**src/rtl/spisf_params.svh**
```systemverilog
// spisf_params.svh: offsets, field positions, reset values and timing
// counts of the spi status-flag port.
// assumes a 20 MHz core clock and a 32-bit classic wishbone bus.
`ifndef SPISF_PARAMS_SVH
`define SPISF_PARAMS_SVH

// ***************************************
// register byte offsets
// ***************************************
`define SPISF_ADR_STAT 8'h00
`define SPISF_ADR_RXBUF 8'h04
`define SPISF_ADR_TXBUF 8'h08
`define SPISF_ADR_CTRL 8'h0C
`define SPISF_ADR_EVT 8'h10
`define SPISF_ADR_MASK 8'h14

// ***************************************
// status flag bits
// ***************************************
`define SPISF_B_BUSY 7
`define SPISF_B_RXOF 5
`define SPISF_B_RXIRQ 4
`define SPISF_B_RXBF 3
`define SPISF_B_TXUF 2
`define SPISF_B_TXIRQ 1
`define SPISF_B_TXBF 0

// ***************************************
// control bits and reset
// ***************************************
`define SPISF_C_TRANSFER_IRQ_MODE 0
`define SPISF_C_OVWR 1
`define SPISF_C_MASTER 2
`define SPISF_C_LSBF 3
`define SPISF_CTRL_RST 8'h01

// ***************************************
// event bits (status and mask share layout)
// ***************************************
`define SPISF_E_TXEMPTY 0
`define SPISF_E_RXNEW 1
`define SPISF_E_RXOF 2
`define SPISF_E_TXUF 3
`define SPISF_EVT_W 4

// ***************************************
// timing
// ***************************************
`define SPISF_BYTE_BITS 8
`define SPISF_CLK_NS 50
`define SPISF_LINK_NS 400
`define SPISF_HALF_CYC (((`SPISF_LINK_NS / 2) + `SPISF_CLK_NS - 1) / `SPISF_CLK_NS)

`endif

```
**src/rtl/spisf_pkg.sv**
```systemverilog
// spisf_pkg.sv: types of the spi status-flag port.
// assumes spisf_params.svh is on the include path.
package spisf_pkg;

    // master engine states
    typedef enum logic [1:0] {
        SPISF_IDLE,
        SPISF_RUN,
        SPISF_DRAIN
    } spisf_state_t;

    // pins as seen from outside
    typedef struct packed {
        logic sclk;
        logic ss_n;
        logic mosi;
        logic miso;
    } spisf_pin_in_t;

    // pin drives, each with its enable
    typedef struct packed {
        logic sclk;
        logic sclk_oe;
        logic ss_n;
        logic ss_n_oe;
        logic mosi;
        logic mosi_oe;
        logic miso;
        logic miso_oe;
    } spisf_pin_out_t;

endpackage

```
**src/rtl/spisf_top.sv**
```systemverilog
// spisf_top.sv: byte-wide spi port with status flags, wishbone registers
// and pin direction control.
// assumes classic wishbone on clk_i; pins are asynchronous to clk_i.
//
// Behaviour
// - reading receive buffer clears overrun flag
// - unread buffer at next byte end sets overrun
// - overrun with overwrite on replaces buffered byte
// - overrun with overwrite off drops new byte
// - new byte sets receive flag, may interrupt
// - mode zero halts on unread receive buffer
// - receive-full flag while buffer holds byte
// - dry transmit buffer sets underflow; zero-write clears
// - transmit write clears transmit-empty flag
// - empty transmit buffer sets flag, may interrupt
// - mode one halts without new transmit byte
// - zero-write clears transmit-empty flag
// - transmit-full flag while byte pending; zero-write clears
// - master-in input as master, output as slave
// - master-out output as master, input as slave
// - eight-bit units, msb first by default
`timescale 1ns/1ns
`include "spisf_params.svh"
`default_nettype none

module spisf_top
    import spisf_pkg::*;
#(
    parameter int HALF_CYC = `SPISF_HALF_CYC
) (
    // clock, reset, enable
    input wire logic clk_i,
    input wire logic rst_i,
    input wire logic ce_i,
    // wishbone slave
    input wire logic wb_cyc_i,
    input wire logic wb_stb_i,
    input wire logic wb_we_i,
    input wire logic [7:0] wb_adr_i,
    input wire logic [3:0] wb_sel_i,
    input wire logic [31:0] wb_dat_i,
    output logic [31:0] wb_dat_o,
    output logic wb_ack_o,
    // spi pins
    input wire spisf_pin_in_t pin_i,
    output spisf_pin_out_t pin_o,
    // interrupt
    output logic irq_o
);

    // ***************************************
    // address decode
    // ***************************************
    function automatic logic hit(input logic [7:0] adr, input logic [7:0] off);
        hit = (adr == off);
    endfunction

    logic ack_reg;
    logic [31:0] dat_reg;
    logic req;
    logic acc;
    logic wr_ok;
    logic rd_rx;
    logic wr_tx;
    logic wr_st;
    logic wr_ctrl;
    logic wr_evt;
    logic wr_mask;
    logic [7:0] wd;

    assign req = wb_cyc_i & wb_stb_i;
    // side effects happen at the edge where the master sees ack
    assign acc = req & ack_reg;
    assign wr_ok = acc & wb_we_i & wb_sel_i[0];
    assign wd = wb_dat_i[7:0];
    assign rd_rx = acc & ~wb_we_i & hit(wb_adr_i, `SPISF_ADR_RXBUF);
    assign wr_tx = wr_ok & hit(wb_adr_i, `SPISF_ADR_TXBUF);
    assign wr_st = wr_ok & hit(wb_adr_i, `SPISF_ADR_STAT);
    assign wr_ctrl = wr_ok & hit(wb_adr_i, `SPISF_ADR_CTRL);
    assign wr_evt = wr_ok & hit(wb_adr_i, `SPISF_ADR_EVT);
    assign wr_mask = wr_ok & hit(wb_adr_i, `SPISF_ADR_MASK);

    // ***************************************
    // pin synchronisers
    // ***************************************
    logic [3:0] pin_s;
    logic sclk_s;
    logic ss_n_s;
    logic mosi_s;
    logic miso_s;
    logic sclk_d_reg;
    logic ss_n_d_reg;

    spisf_sync #(
        .W(4)
    ) u_sync (
        .clk_i(clk_i),
        .rst_i(rst_i),
        .ce_i(ce_i),
        .d_i({pin_i.sclk, ~pin_i.ss_n, pin_i.mosi, pin_i.miso}),
        .q_o(pin_s)
    );

    // select travels inverted so its reset level is idle: no false start
    assign {sclk_s, ss_n_s, mosi_s, miso_s} = pin_s ^ 4'h4;

    // edge detection reads the second stage only
    always_ff @(posedge clk_i) begin
        if (rst_i) begin
            sclk_d_reg <= 1'b0;
            ss_n_d_reg <= 1'b1;
        end else if (ce_i) begin
            sclk_d_reg <= sclk_s;
            ss_n_d_reg <= ss_n_s;
        end
    end

    // ***************************************
    // control register
    // ***************************************
    logic [7:0] ctrl_reg;
    logic transfer_irq_mode;
    logic ovwr;
    logic master;
    logic lsbf;

    always_ff @(posedge clk_i) begin
        if (rst_i) begin
            ctrl_reg <= `SPISF_CTRL_RST;
        end else if (ce_i && wr_ctrl) begin
            ctrl_reg <= {4'h0, wd[3:0]};
        end
    end

    // transfer_irq_mode must stay one for proper operation
    assign transfer_irq_mode = ctrl_reg[`SPISF_C_TRANSFER_IRQ_MODE];
    assign ovwr = ctrl_reg[`SPISF_C_OVWR];
    assign master = ctrl_reg[`SPISF_C_MASTER];
    assign lsbf = ctrl_reg[`SPISF_C_LSBF];

    // ***************************************
    // shift engine
    // ***************************************
    spisf_state_t state_reg;
    spisf_state_t state_next;
    logic [7:0] div_reg;
    logic sclk_reg;
    logic halt_reg;
    logic [2:0] bit_reg;
    logic [7:0] sh_reg;
    logic [7:0] rx_sh_reg;
    logic [7:0] rx_sh_next;
    logic [7:0] txbuf_reg;
    logic [7:0] rxbuf_reg;
    logic rxof_reg;
    logic rxirq_reg;
    logic rxbf_reg;
    logic txuf_reg;
    logic txirq_reg;
    logic txbf_reg;
    logic m_on;
    logic tick;
    logic m_rise;
    logic m_fall;
    logic s_rise;
    logic s_fall;
    logic s_start;
    logic s_active;
    logic sample_ev;
    logic shift_ev;
    logic din;
    logic byte_end;
    logic stop;
    logic m_start;
    logic load_tx;
    logic load_zero;
    logic underflow;
    logic rx_overrun;
    logic rx_store;
    logic busy;

    assign m_on = master & (state_reg != SPISF_IDLE);
    assign tick = m_on & (div_reg == 8'(HALF_CYC - 1));
    assign m_rise = tick & ~sclk_reg;
    assign m_fall = tick & sclk_reg;
    assign s_rise = sclk_s & ~sclk_d_reg;
    assign s_fall = ~sclk_s & sclk_d_reg;
    assign s_start = ~master & ~ss_n_s & ss_n_d_reg;
    assign s_active = ~master & ~ss_n_s & ~halt_reg & ~s_start;
    assign din = master ? miso_s : mosi_s;
    assign sample_ev = master ? (m_rise & (state_reg == SPISF_RUN)) : (s_rise & s_active);
    assign shift_ev = master ? (m_fall & (state_reg == SPISF_RUN)) : (s_fall & s_active);
    // eight bits per unit, msb first unless lsb-first is chosen
    assign rx_sh_next = lsbf ? {din, rx_sh_reg[7:1]} : {rx_sh_reg[6:0], din};
    assign byte_end = sample_ev & (bit_reg == 3'h7);
    // mode one halts on empty transmit buffer
    // mode zero also halts on an unread receive buffer
    assign stop = transfer_irq_mode ? ~txbf_reg : (rxbf_reg | ~txbf_reg);
    assign m_start = master & (state_reg == SPISF_IDLE) & txbf_reg;
    assign load_tx = m_start | (s_start & txbf_reg) | (byte_end & ~stop);
    assign load_zero = s_start & ~txbf_reg;
    // buffer ran dry when a byte was wanted
    assign underflow = load_zero | (byte_end & ~txbf_reg);
    // unread buffer at byte end is an overrun
    assign rx_overrun = byte_end & rxbf_reg;
    // overwrite replaces, otherwise the new byte is dropped
    assign rx_store = byte_end & (~rxbf_reg | ovwr);
    assign busy = master ? (state_reg != SPISF_IDLE) : (~ss_n_s & ~halt_reg);

    always_comb begin
        state_next = state_reg;
        case (state_reg)
            SPISF_IDLE: begin
                if (m_start) begin
                    state_next = SPISF_RUN;
                end
            end
            SPISF_RUN: begin
                if (~master) begin
                    state_next = SPISF_IDLE;
                end else if (byte_end && stop) begin
                    state_next = SPISF_DRAIN;
                end
            end
            SPISF_DRAIN: begin
                if (m_fall || ~master) begin
                    state_next = SPISF_IDLE;
                end
            end
            default: begin
                state_next = SPISF_IDLE;
            end
        endcase
    end

    always_ff @(posedge clk_i) begin
        if (rst_i) begin
            state_reg <= SPISF_IDLE;
            div_reg <= 8'h00;
            sclk_reg <= 1'b0;
        end else if (ce_i) begin
            state_reg <= state_next;
            div_reg <= (tick || !m_on) ? 8'h00 : div_reg + 8'h01;
            sclk_reg <= m_on ? (sclk_reg ^ tick) : 1'b0;
        end
    end

    // a halted slave ignores the clock until it is deselected
    always_ff @(posedge clk_i) begin
        if (rst_i) begin
            halt_reg <= 1'b0;
        end else if (ce_i) begin
            if (master || ss_n_s) begin
                halt_reg <= 1'b0;
            end else if (byte_end && stop) begin
                halt_reg <= 1'b1;
            end
        end
    end

    always_ff @(posedge clk_i) begin
        if (rst_i) begin
            bit_reg <= 3'h0;
            rx_sh_reg <= 8'h00;
        end else if (ce_i) begin
            if (m_start || s_start) begin
                bit_reg <= 3'h0;
            end else if (sample_ev) begin
                bit_reg <= bit_reg + 3'h1;
                rx_sh_reg <= rx_sh_next;
            end
        end
    end

    // the first falling edge of a byte comes after bit 0 is sampled
    always_ff @(posedge clk_i) begin
        if (rst_i) begin
            sh_reg <= 8'h00;
        end else if (ce_i) begin
            if (load_tx) begin
                sh_reg <= txbuf_reg;
            end else if (load_zero) begin
                sh_reg <= 8'h00;
            end else if (shift_ev && bit_reg != 3'h0) begin
                sh_reg <= lsbf ? {1'b0, sh_reg[7:1]} : {sh_reg[6:0], 1'b0};
            end
        end
    end

    // ***************************************
    // data buffers
    // ***************************************
    always_ff @(posedge clk_i) begin
        if (rst_i) begin
            txbuf_reg <= 8'h00;
            rxbuf_reg <= 8'h00;
        end else if (ce_i) begin
            if (wr_tx) begin
                txbuf_reg <= wd;
            end
            if (rx_store) begin
                rxbuf_reg <= rx_sh_next;
            end
        end
    end

    // ***************************************
    // status flags (set wins over clear, except transmit-empty, where a buffer write wins)
    // ***************************************
    logic rxof_next;
    logic rxirq_next;
    logic rxbf_next;
    logic txuf_next;
    logic txirq_next;
    logic txbf_next;

    assign rxof_next = rx_overrun | (rxof_reg & ~rd_rx);
    assign rxirq_next = rx_store | (rxirq_reg & ~rd_rx);
    assign rxbf_next = rx_store | (rxbf_reg & ~rd_rx);
    assign txuf_next = underflow | (txuf_reg & ~(wr_st & ~wd[`SPISF_B_TXUF]));
    // a buffer write in the same cycle leaves it full, so the write wins
    assign txirq_next = ~wr_tx & (load_tx | (txirq_reg & ~(wr_st & ~wd[`SPISF_B_TXIRQ])));
    assign txbf_next = wr_tx | (txbf_reg & ~load_tx & ~(wr_st & ~wd[`SPISF_B_TXBF]));

    always_ff @(posedge clk_i) begin
        if (rst_i) begin
            rxof_reg <= 1'b0;
            rxirq_reg <= 1'b0;
            rxbf_reg <= 1'b0;
            txuf_reg <= 1'b0;
            txirq_reg <= 1'b0;
            txbf_reg <= 1'b0;
        end else if (ce_i) begin
            rxof_reg <= rxof_next;
            rxirq_reg <= rxirq_next;
            rxbf_reg <= rxbf_next;
            txuf_reg <= txuf_next;
            txirq_reg <= txirq_next;
            txbf_reg <= txbf_next;
        end
    end

    // ***************************************
    // interrupt events
    // ***************************************
    logic [3:0] evt_reg;
    logic [3:0] evt_set;
    logic [3:0] evt_clr;
    logic [3:0] mask_reg;

    assign evt_set = {underflow, rx_overrun, rx_store, load_tx};
    assign evt_clr = wr_evt ? wd[3:0] : 4'h0;

    always_ff @(posedge clk_i) begin
        if (rst_i) begin
            evt_reg <= 4'h0;
            mask_reg <= 4'h0;
        end else if (ce_i) begin
            evt_reg <= evt_set | (evt_reg & ~evt_clr);
            if (wr_mask) begin
                mask_reg <= wd[3:0];
            end
        end
    end

    assign irq_o = |(evt_reg & mask_reg);

    // ***************************************
    // wishbone read path
    // ***************************************
    logic [7:0] stat_word;
    logic [7:0] rd_word;

    assign stat_word = {busy, 1'b0, rxof_reg, rxirq_reg, rxbf_reg, txuf_reg, txirq_reg, txbf_reg};
    // unmapped offsets still ack, reading zero
    assign rd_word = hit(wb_adr_i, `SPISF_ADR_STAT) ? stat_word :
                     hit(wb_adr_i, `SPISF_ADR_RXBUF) ? rxbuf_reg :
                     hit(wb_adr_i, `SPISF_ADR_TXBUF) ? txbuf_reg :
                     hit(wb_adr_i, `SPISF_ADR_CTRL) ? ctrl_reg :
                     hit(wb_adr_i, `SPISF_ADR_EVT) ? {4'h0, evt_reg} :
                     hit(wb_adr_i, `SPISF_ADR_MASK) ? {4'h0, mask_reg} : 8'h00;

    always_ff @(posedge clk_i) begin
        if (rst_i) begin
            ack_reg <= 1'b0;
            dat_reg <= 32'h0000_0000;
        end else if (ce_i) begin
            ack_reg <= req & ~ack_reg;
            if (req && !ack_reg) begin
                dat_reg <= {24'h00_0000, rd_word};
            end
        end
    end

    assign wb_ack_o = ack_reg;
    assign wb_dat_o = dat_reg;

    // ***************************************
    // pin drives
    // ***************************************
    always_comb begin
        pin_o.sclk = sclk_reg;
        pin_o.sclk_oe = master;
        pin_o.ss_n = ~m_on;
        pin_o.ss_n_oe = master;
        pin_o.mosi = lsbf ? sh_reg[0] : sh_reg[7];
        pin_o.mosi_oe = master;
        pin_o.miso = lsbf ? sh_reg[0] : sh_reg[7];
        pin_o.miso_oe = ~master;
    end

endmodule

`default_nettype wire

```
**src/rtl/spisf_sync.sv**
```systemverilog
// spisf_sync.sv: two-flop synchroniser for pin inputs.
// assumes inputs are asynchronous to clk_i; first stage feeds only the second.
`timescale 1ns/1ns
`default_nettype none

module spisf_sync #(
    parameter int W = 4
) (
    // clock and reset
    input wire logic clk_i,
    input wire logic rst_i,
    input wire logic ce_i,
    // data
    input wire logic [W-1:0] d_i,
    output logic [W-1:0] q_o
);

    logic [W-1:0] meta_reg;
    logic [W-1:0] sync_reg;

    always_ff @(posedge clk_i) begin
        if (rst_i) begin
            meta_reg <= '0;
            sync_reg <= '0;
        end else if (ce_i) begin
            meta_reg <= d_i;
            sync_reg <= meta_reg;
        end
    end

    assign q_o = sync_reg;

endmodule

`default_nettype wire

```
**config.mk**
```make
export PLATFORM = sky130hd
export DESIGN_NAME = spisf_top
export DESIGN_NICKNAME = d
export VERILOG_FILES = /design/src/rtl/spisf_pkg.sv /design/src/rtl/spisf_top.sv /design/src/rtl/spisf_sync.sv
export VERILOG_INCLUDE_DIRS = /design/src /design/src/rtl
export SDC_FILE = /design/constraint.sdc
export NUM_CORES = 1
export LEC_CHECK = 0
export BUFFER_PORTS_ARGS = -buffer_cell sky130_fd_sc_hd__buf_2
export CAP_MARGIN = 20
export CORE_ASPECT_RATIO = 0.6
export CORE_MARGIN = 3
export CORE_UTILIZATION = 46
export DETAILED_ROUTE_END_ITERATION = 6
export GPL_TIMING_DRIVEN = 0
export PLACE_DENSITY = 0.7
export SYNTH_ARGS = -nofsm -noshare
export SYNTH_HDL_FRONTEND = slang
export SYNTH_HIERARCHICAL = 1
export SYNTH_SLANG_ARGS = --single-unit
```
**constraint.sdc**
```tcl
create_clock -name clk_i -period 5.35 [get_ports clk_i]
set_clock_uncertainty 0.05 [all_clocks]
set_input_delay 0 -clock clk_i [delete_from_list [all_inputs] [get_ports clk_i]]
set_output_delay 0 -clock clk_i [all_outputs]
set_load 0.1 [all_outputs]
```
Word level (Yosys, flattened, before mapping)
Cells that the tools add are included.
Word-level totals
  word-level logic and storage cells: 181
  bits of input ports: 54
  flip-flop bits (word level): 84
Cells by class
  bitwise gates (word level): 87
  muxes and demuxes: 29
  reduce and logical (&&, ||, !) cells: 27
  $add $sub $neg: 2
  equality and inequality tests: 12
Operators with widths (number)
  $mux 8: 9
  $and 1x1->1: 47
  $not 1->1: 24
  $eq 8x4->1 const B: 2
  $eq 8x5->1 const B: 2
  $mux 4: 4
  $reduce_and 2->1: 7
  $or 1x1->1: 11
  $mux 1: 9
  $add 8x1->8 const B: 1
  $and 4x4->4: 2
  $eq 8x2->1 const B: 1
  $eq 8x3->1 const B: 1
  $logic_not 8->1: 1
  $mux 2: 4
  $mux 3: 2
  $pmux 2 s3: 1
  $reduce_bool 2->1: 3
  $reduce_bool 3->1: 2
  $logic_and 1x1->1: 4
  $logic_or 1x1->1: 4
  $ne 2x2->1 const B: 2
  $not 4->4: 1
  $or 4x4->4: 1
  11 further kinds: 12

Longest topological paths before layout
  word-level depth: 14
  mapped depth: 10

By module
Netlist, hierarchy kept.
By module, submodules not included
  spisf_top: cells each 477, area each 4011.3 um^2, instances 1
  spisf_sync: cells each 26, area each 285.3 um^2, instances 1

Worst setup path before layout
Ideal clock, no wire load.
  kind: register -> register
  start point: reg ctrl_reg[2]
  end point: reg rxbuf_reg[7]
  data required time: 5172 ps
  arrival time: 2164 ps
  period minus slack after synthesis: 2341 ps
  setup slack: 3009 ps
  buffers on the path: 2
  stages on the path, launching flop included: 11
  path through: dfxtp_1 clkbuf_1 o21a_1 and3_1 ha_1 and2_1 a22o_1 nand3_1 buf_2 mux2i_1 nor2_1
On the way
  longest elaborated chain between the ends: 10
  elaborated cells between the ends (all ways): 17
  those cells by class: 3 x mux; 13 x bitwise; 1 x reduce/logical
Ends and longest elaborated chain
  start, declared: line spisf_top.sv:121  | logic [7:0] ctrl_reg;
  start signal, assigned: line spisf_top.sv:129  | ctrl_reg <= `SPISF_CTRL_RST;
  start signal, assigned: line spisf_top.sv:131  | ctrl_reg <= {4'h0, wd[3:0]};
  $not 1->1: line spisf_top.sv:188, spisf_top.sv:189
  $and 1x1->1: line spisf_top.sv:188, spisf_top.sv:189
  $and 1x1->1: line spisf_top.sv:188  | assign s_start = ~master & ~ss_n_s & ss_n_d_reg;
  $not 1->1: line spisf_top.sv:189  | assign s_active = ~master & ~ss_n_s & ~halt_reg & ~s_start;
  $and 1x1->1: line spisf_top.sv:189
  $and 1x1->1: line spisf_top.sv:191  | assign sample_ev = master ? (m_rise & (state_reg == SPISF_RUN)) : (s_rise & s_active);
  $mux 1: line spisf_top.sv:191
  $and 1x1->1: line spisf_top.sv:195  | assign byte_end = sample_ev & (bit_reg == 3'h7);
  $and 1x1->1: line spisf_top.sv:207  | assign rx_store = byte_end & (~rxbf_reg | ovwr);
  $reduce_and 2->1 (no line)
  end signal, assigned: line spisf_top.sv:302  | rxbuf_reg <= rx_sh_next;
  end, declared: line spisf_top.sv:154  | logic [7:0] rxbuf_reg;
Parallel ways exist; a longest one is shown, timed or not.
A chain may end at the register's enable or synchronous reset.

Worst setup path in the final report
Same ends and word-level chain as after synthesis.

==> impl_metrics.yaml <==
routing:
  wire_per_inst_um: 16.4
  wl_mm: 11.7
  drcViolationCount: 0
  vias: 3945
  drt-initial-drc-count: 504
  vias_per_cell: 5.56
  antenna_left: 0
  dr.pass1.iters: 5
die:
  chipWidth_um: 131
  die_area_um2: 10600
  core_um2: 8780
  die_y_um: 80.9
  start_util_pct: 48.9
  ios: 96
  num_rows: 26
cells_and_area:
  drive_gt1_share_pct: 18.9
  final_common_cell: "dfxtp_1"
  final_util_pct: 58.9
  fin_nets: 652
  layout_common_cells: "84 x dfxtp_1, 62 x nor2_1, 48 x buf_2"
  diodes: 0
  seq_area_um2: 1680
  fillers: 777
  final_area_um2: 5170
  area_growth_syn_to_layout_pct: 20.4
  multiInputGateArea_um2: 2290
flow_run:
  drv_cap: 0
sta:
  rsz0062_at_grt: "false"
  min_period_over_period_pct: 60.4
  finalSetupTns_ps: 0
  period_minus_slack_ps: 3230
  setup_viol: 0
  worst_pin_slew_ps: 767
  hold_slack_ps: 43.0
  hold_viol: 0
  slew_viol_final: 0
  fmax_mhz: 309
  max-slew-margin-rel_pct: 48.4
clocking:
  clock_latency_ps: 350
  numCtsBuffers: 9
  cts.root.buffer_cell: "clkbuf_16"
  cts.sinks: 84
  cts_tree: "built"
  h-tree-depth: 3
  cts-resized-gates: 0
  cts_buffer_depth: 2
  ctsHoldBuffers: 12
  post_cts_buffers: 0
  clkTransAtPathRegs_ps: 60
yosys:
  synth-simple-area-share_pct: 19.0
  async_flop_share_pct: 0
  synth_mux_area_share_pct: 12.3
  yosysWarnings: 6
  synth_cell_types: 54
  synth-compound-area-share_pct: 16.6
  synth_top_area_cell: "dfxtp_1"
  synth_edf_count: 0
  netlist_area_um2: 4300
  synth_xor_area_share_pct: 1.43
  postSynthCellCount: 503
  syn_area_per_cell_um2: 8.54
  synth_top_family_by_area: "simple AND/OR/NAND/NOR gates"
  synthFlopType: "dfxtp_1"
  synthAdderAreaFrac_pct: 1.75
  yosysTopAreaCellShare_pct: 39.1
  synth_seq_cells: 84
  yosysSeqAreaShare_pct: 39.1
  synth_top_cells_by_area: "dfxtp_1 39%, mux2i_1 11%, nor2_1 5.4%, buf_4 5.2%, nand2_1 3.7%"
worst_setup_path:
  worst-path-max-fanout: 10
  timing.critical_path.to_type: "flip-flop"
  crit_required_ps: 5520
  crit_type: "flip-flop to flip-flop"
  crit_path_start_kind: "flip-flop"
  critical_path_arrival_ps: 3400
place:
  portBuffers: 43
  dp_hpwl_mm: 8.69
  placed_area_um2: 4740
  gp_congestion: 0.950
global_route:
  grt_first_pass_wirelength_mm: 18.7
  grt_usage_pct: 23.1
  antenna_found_initial: 0
  grt_pass1_vias: 3661
  grt_max_degree: 15
  grt-ovfl-total: 0
status:
  outcome: "completed"
power_and_ir_drop:
  ir_drop_mv: 0.180
  powerDensity_nw_per_um2: 285
  p_leak_nw: 2.22
min_path:
  hold_path.class: "primary input to flip-flop"
## final cells by class
| cell class | instances | area share [%] |
|---|---|---|
| clock buffers | 9 | 4.35 |
| repair buffers | 55 | 6.48 |
| plain buffers | 55 | 6.43 |
| clock inverters | 7 | 1.76 |
| flip-flops and latches | 84 | 32.5 |
| inverters | 22 | 1.60 |
| multi-input cells | 365 | 44.2 |
| well taps | 112 | 2.71 |
## final timing paths
path                            slack (ps)         from            to  depth (start not counted)
worst max register to register        2120  ctrl_reg[2]  rxbuf_reg[7]                         10
worst max-delay path                  2120  ctrl_reg[2]  rxbuf_reg[7]                         10
worst min-delay path                    40  wb_sel_i[0]      txuf_reg                          4
worst min register to register         410    rxirq_reg     rxirq_reg                          2
## synth_stat cells, drive strengths merged (3+ instances only)
library cell	n
and3	7
a22oi	11
o221ai	3
xor2	4
a211oi	7
and3b	3
a21oi	25
dfxtp	84
inv	21
nand4	6
nand2	42
nand3	19
mux2	5
clkbuf	15
o211ai	4
buf	40
o22a	8
nor3	5
or2	7
nand2b	7
o21ai	17
mux2i	47
a31oi	15
ha	6
nor4	4
nor2	62
xnor2	3
## report_power, final
group          switching (mW)  internal [mW]  total, mW  leakage, nW
clock                   0.257          0.407      0.664        0.155
combinational           0.132         0.0437      0.176         1.39
sequential            0.00473          0.631      0.636        0.678
total                   0.394           1.08       1.48         2.22
## routing by layer
metal	vias to the layer above	global-route usage, %	wire (µm)
met4	0	6.67	132
met5	-	0	0
li1	1915	-	-
met2	164	32.6	4820
met3	16	7.03	962
met1	1850	33.8	5750
## stage by stage
stage          power, mW  setup WS, ps  cells
6_report            1.48          2120    709
5_1_grt             1.52          1950    709
4_1_cts             1.48          2190    709
3_5_place_dp       0.816          2220    681
3_3_place_gp       0.815          2350    681
2_1_floorplan      0.784          3010    526
## worst max-delay path, cell delays in order, from the launching register on
cell and delay [ps]:
dfxtp_1 560, clkbuf_1 470, o21a_1 280, and3_1 200, ha_1 220, and2_1 170, a22o_1 310, nand3_1 300
buf_2 310, mux2i_1 160, nor2_1 50
## kinds of logic after synthesis
family | count (synthesis)
xor gates and xnor gates | 7
adders and majority gates | 6
AOI/OAI and AO/OA | 107
and+or+nand+nor | 169
DFF | 84
muxes | 52
buffers and inverters | 77
other | 1
No activity file was read; power rests on OpenSTA's default activity.
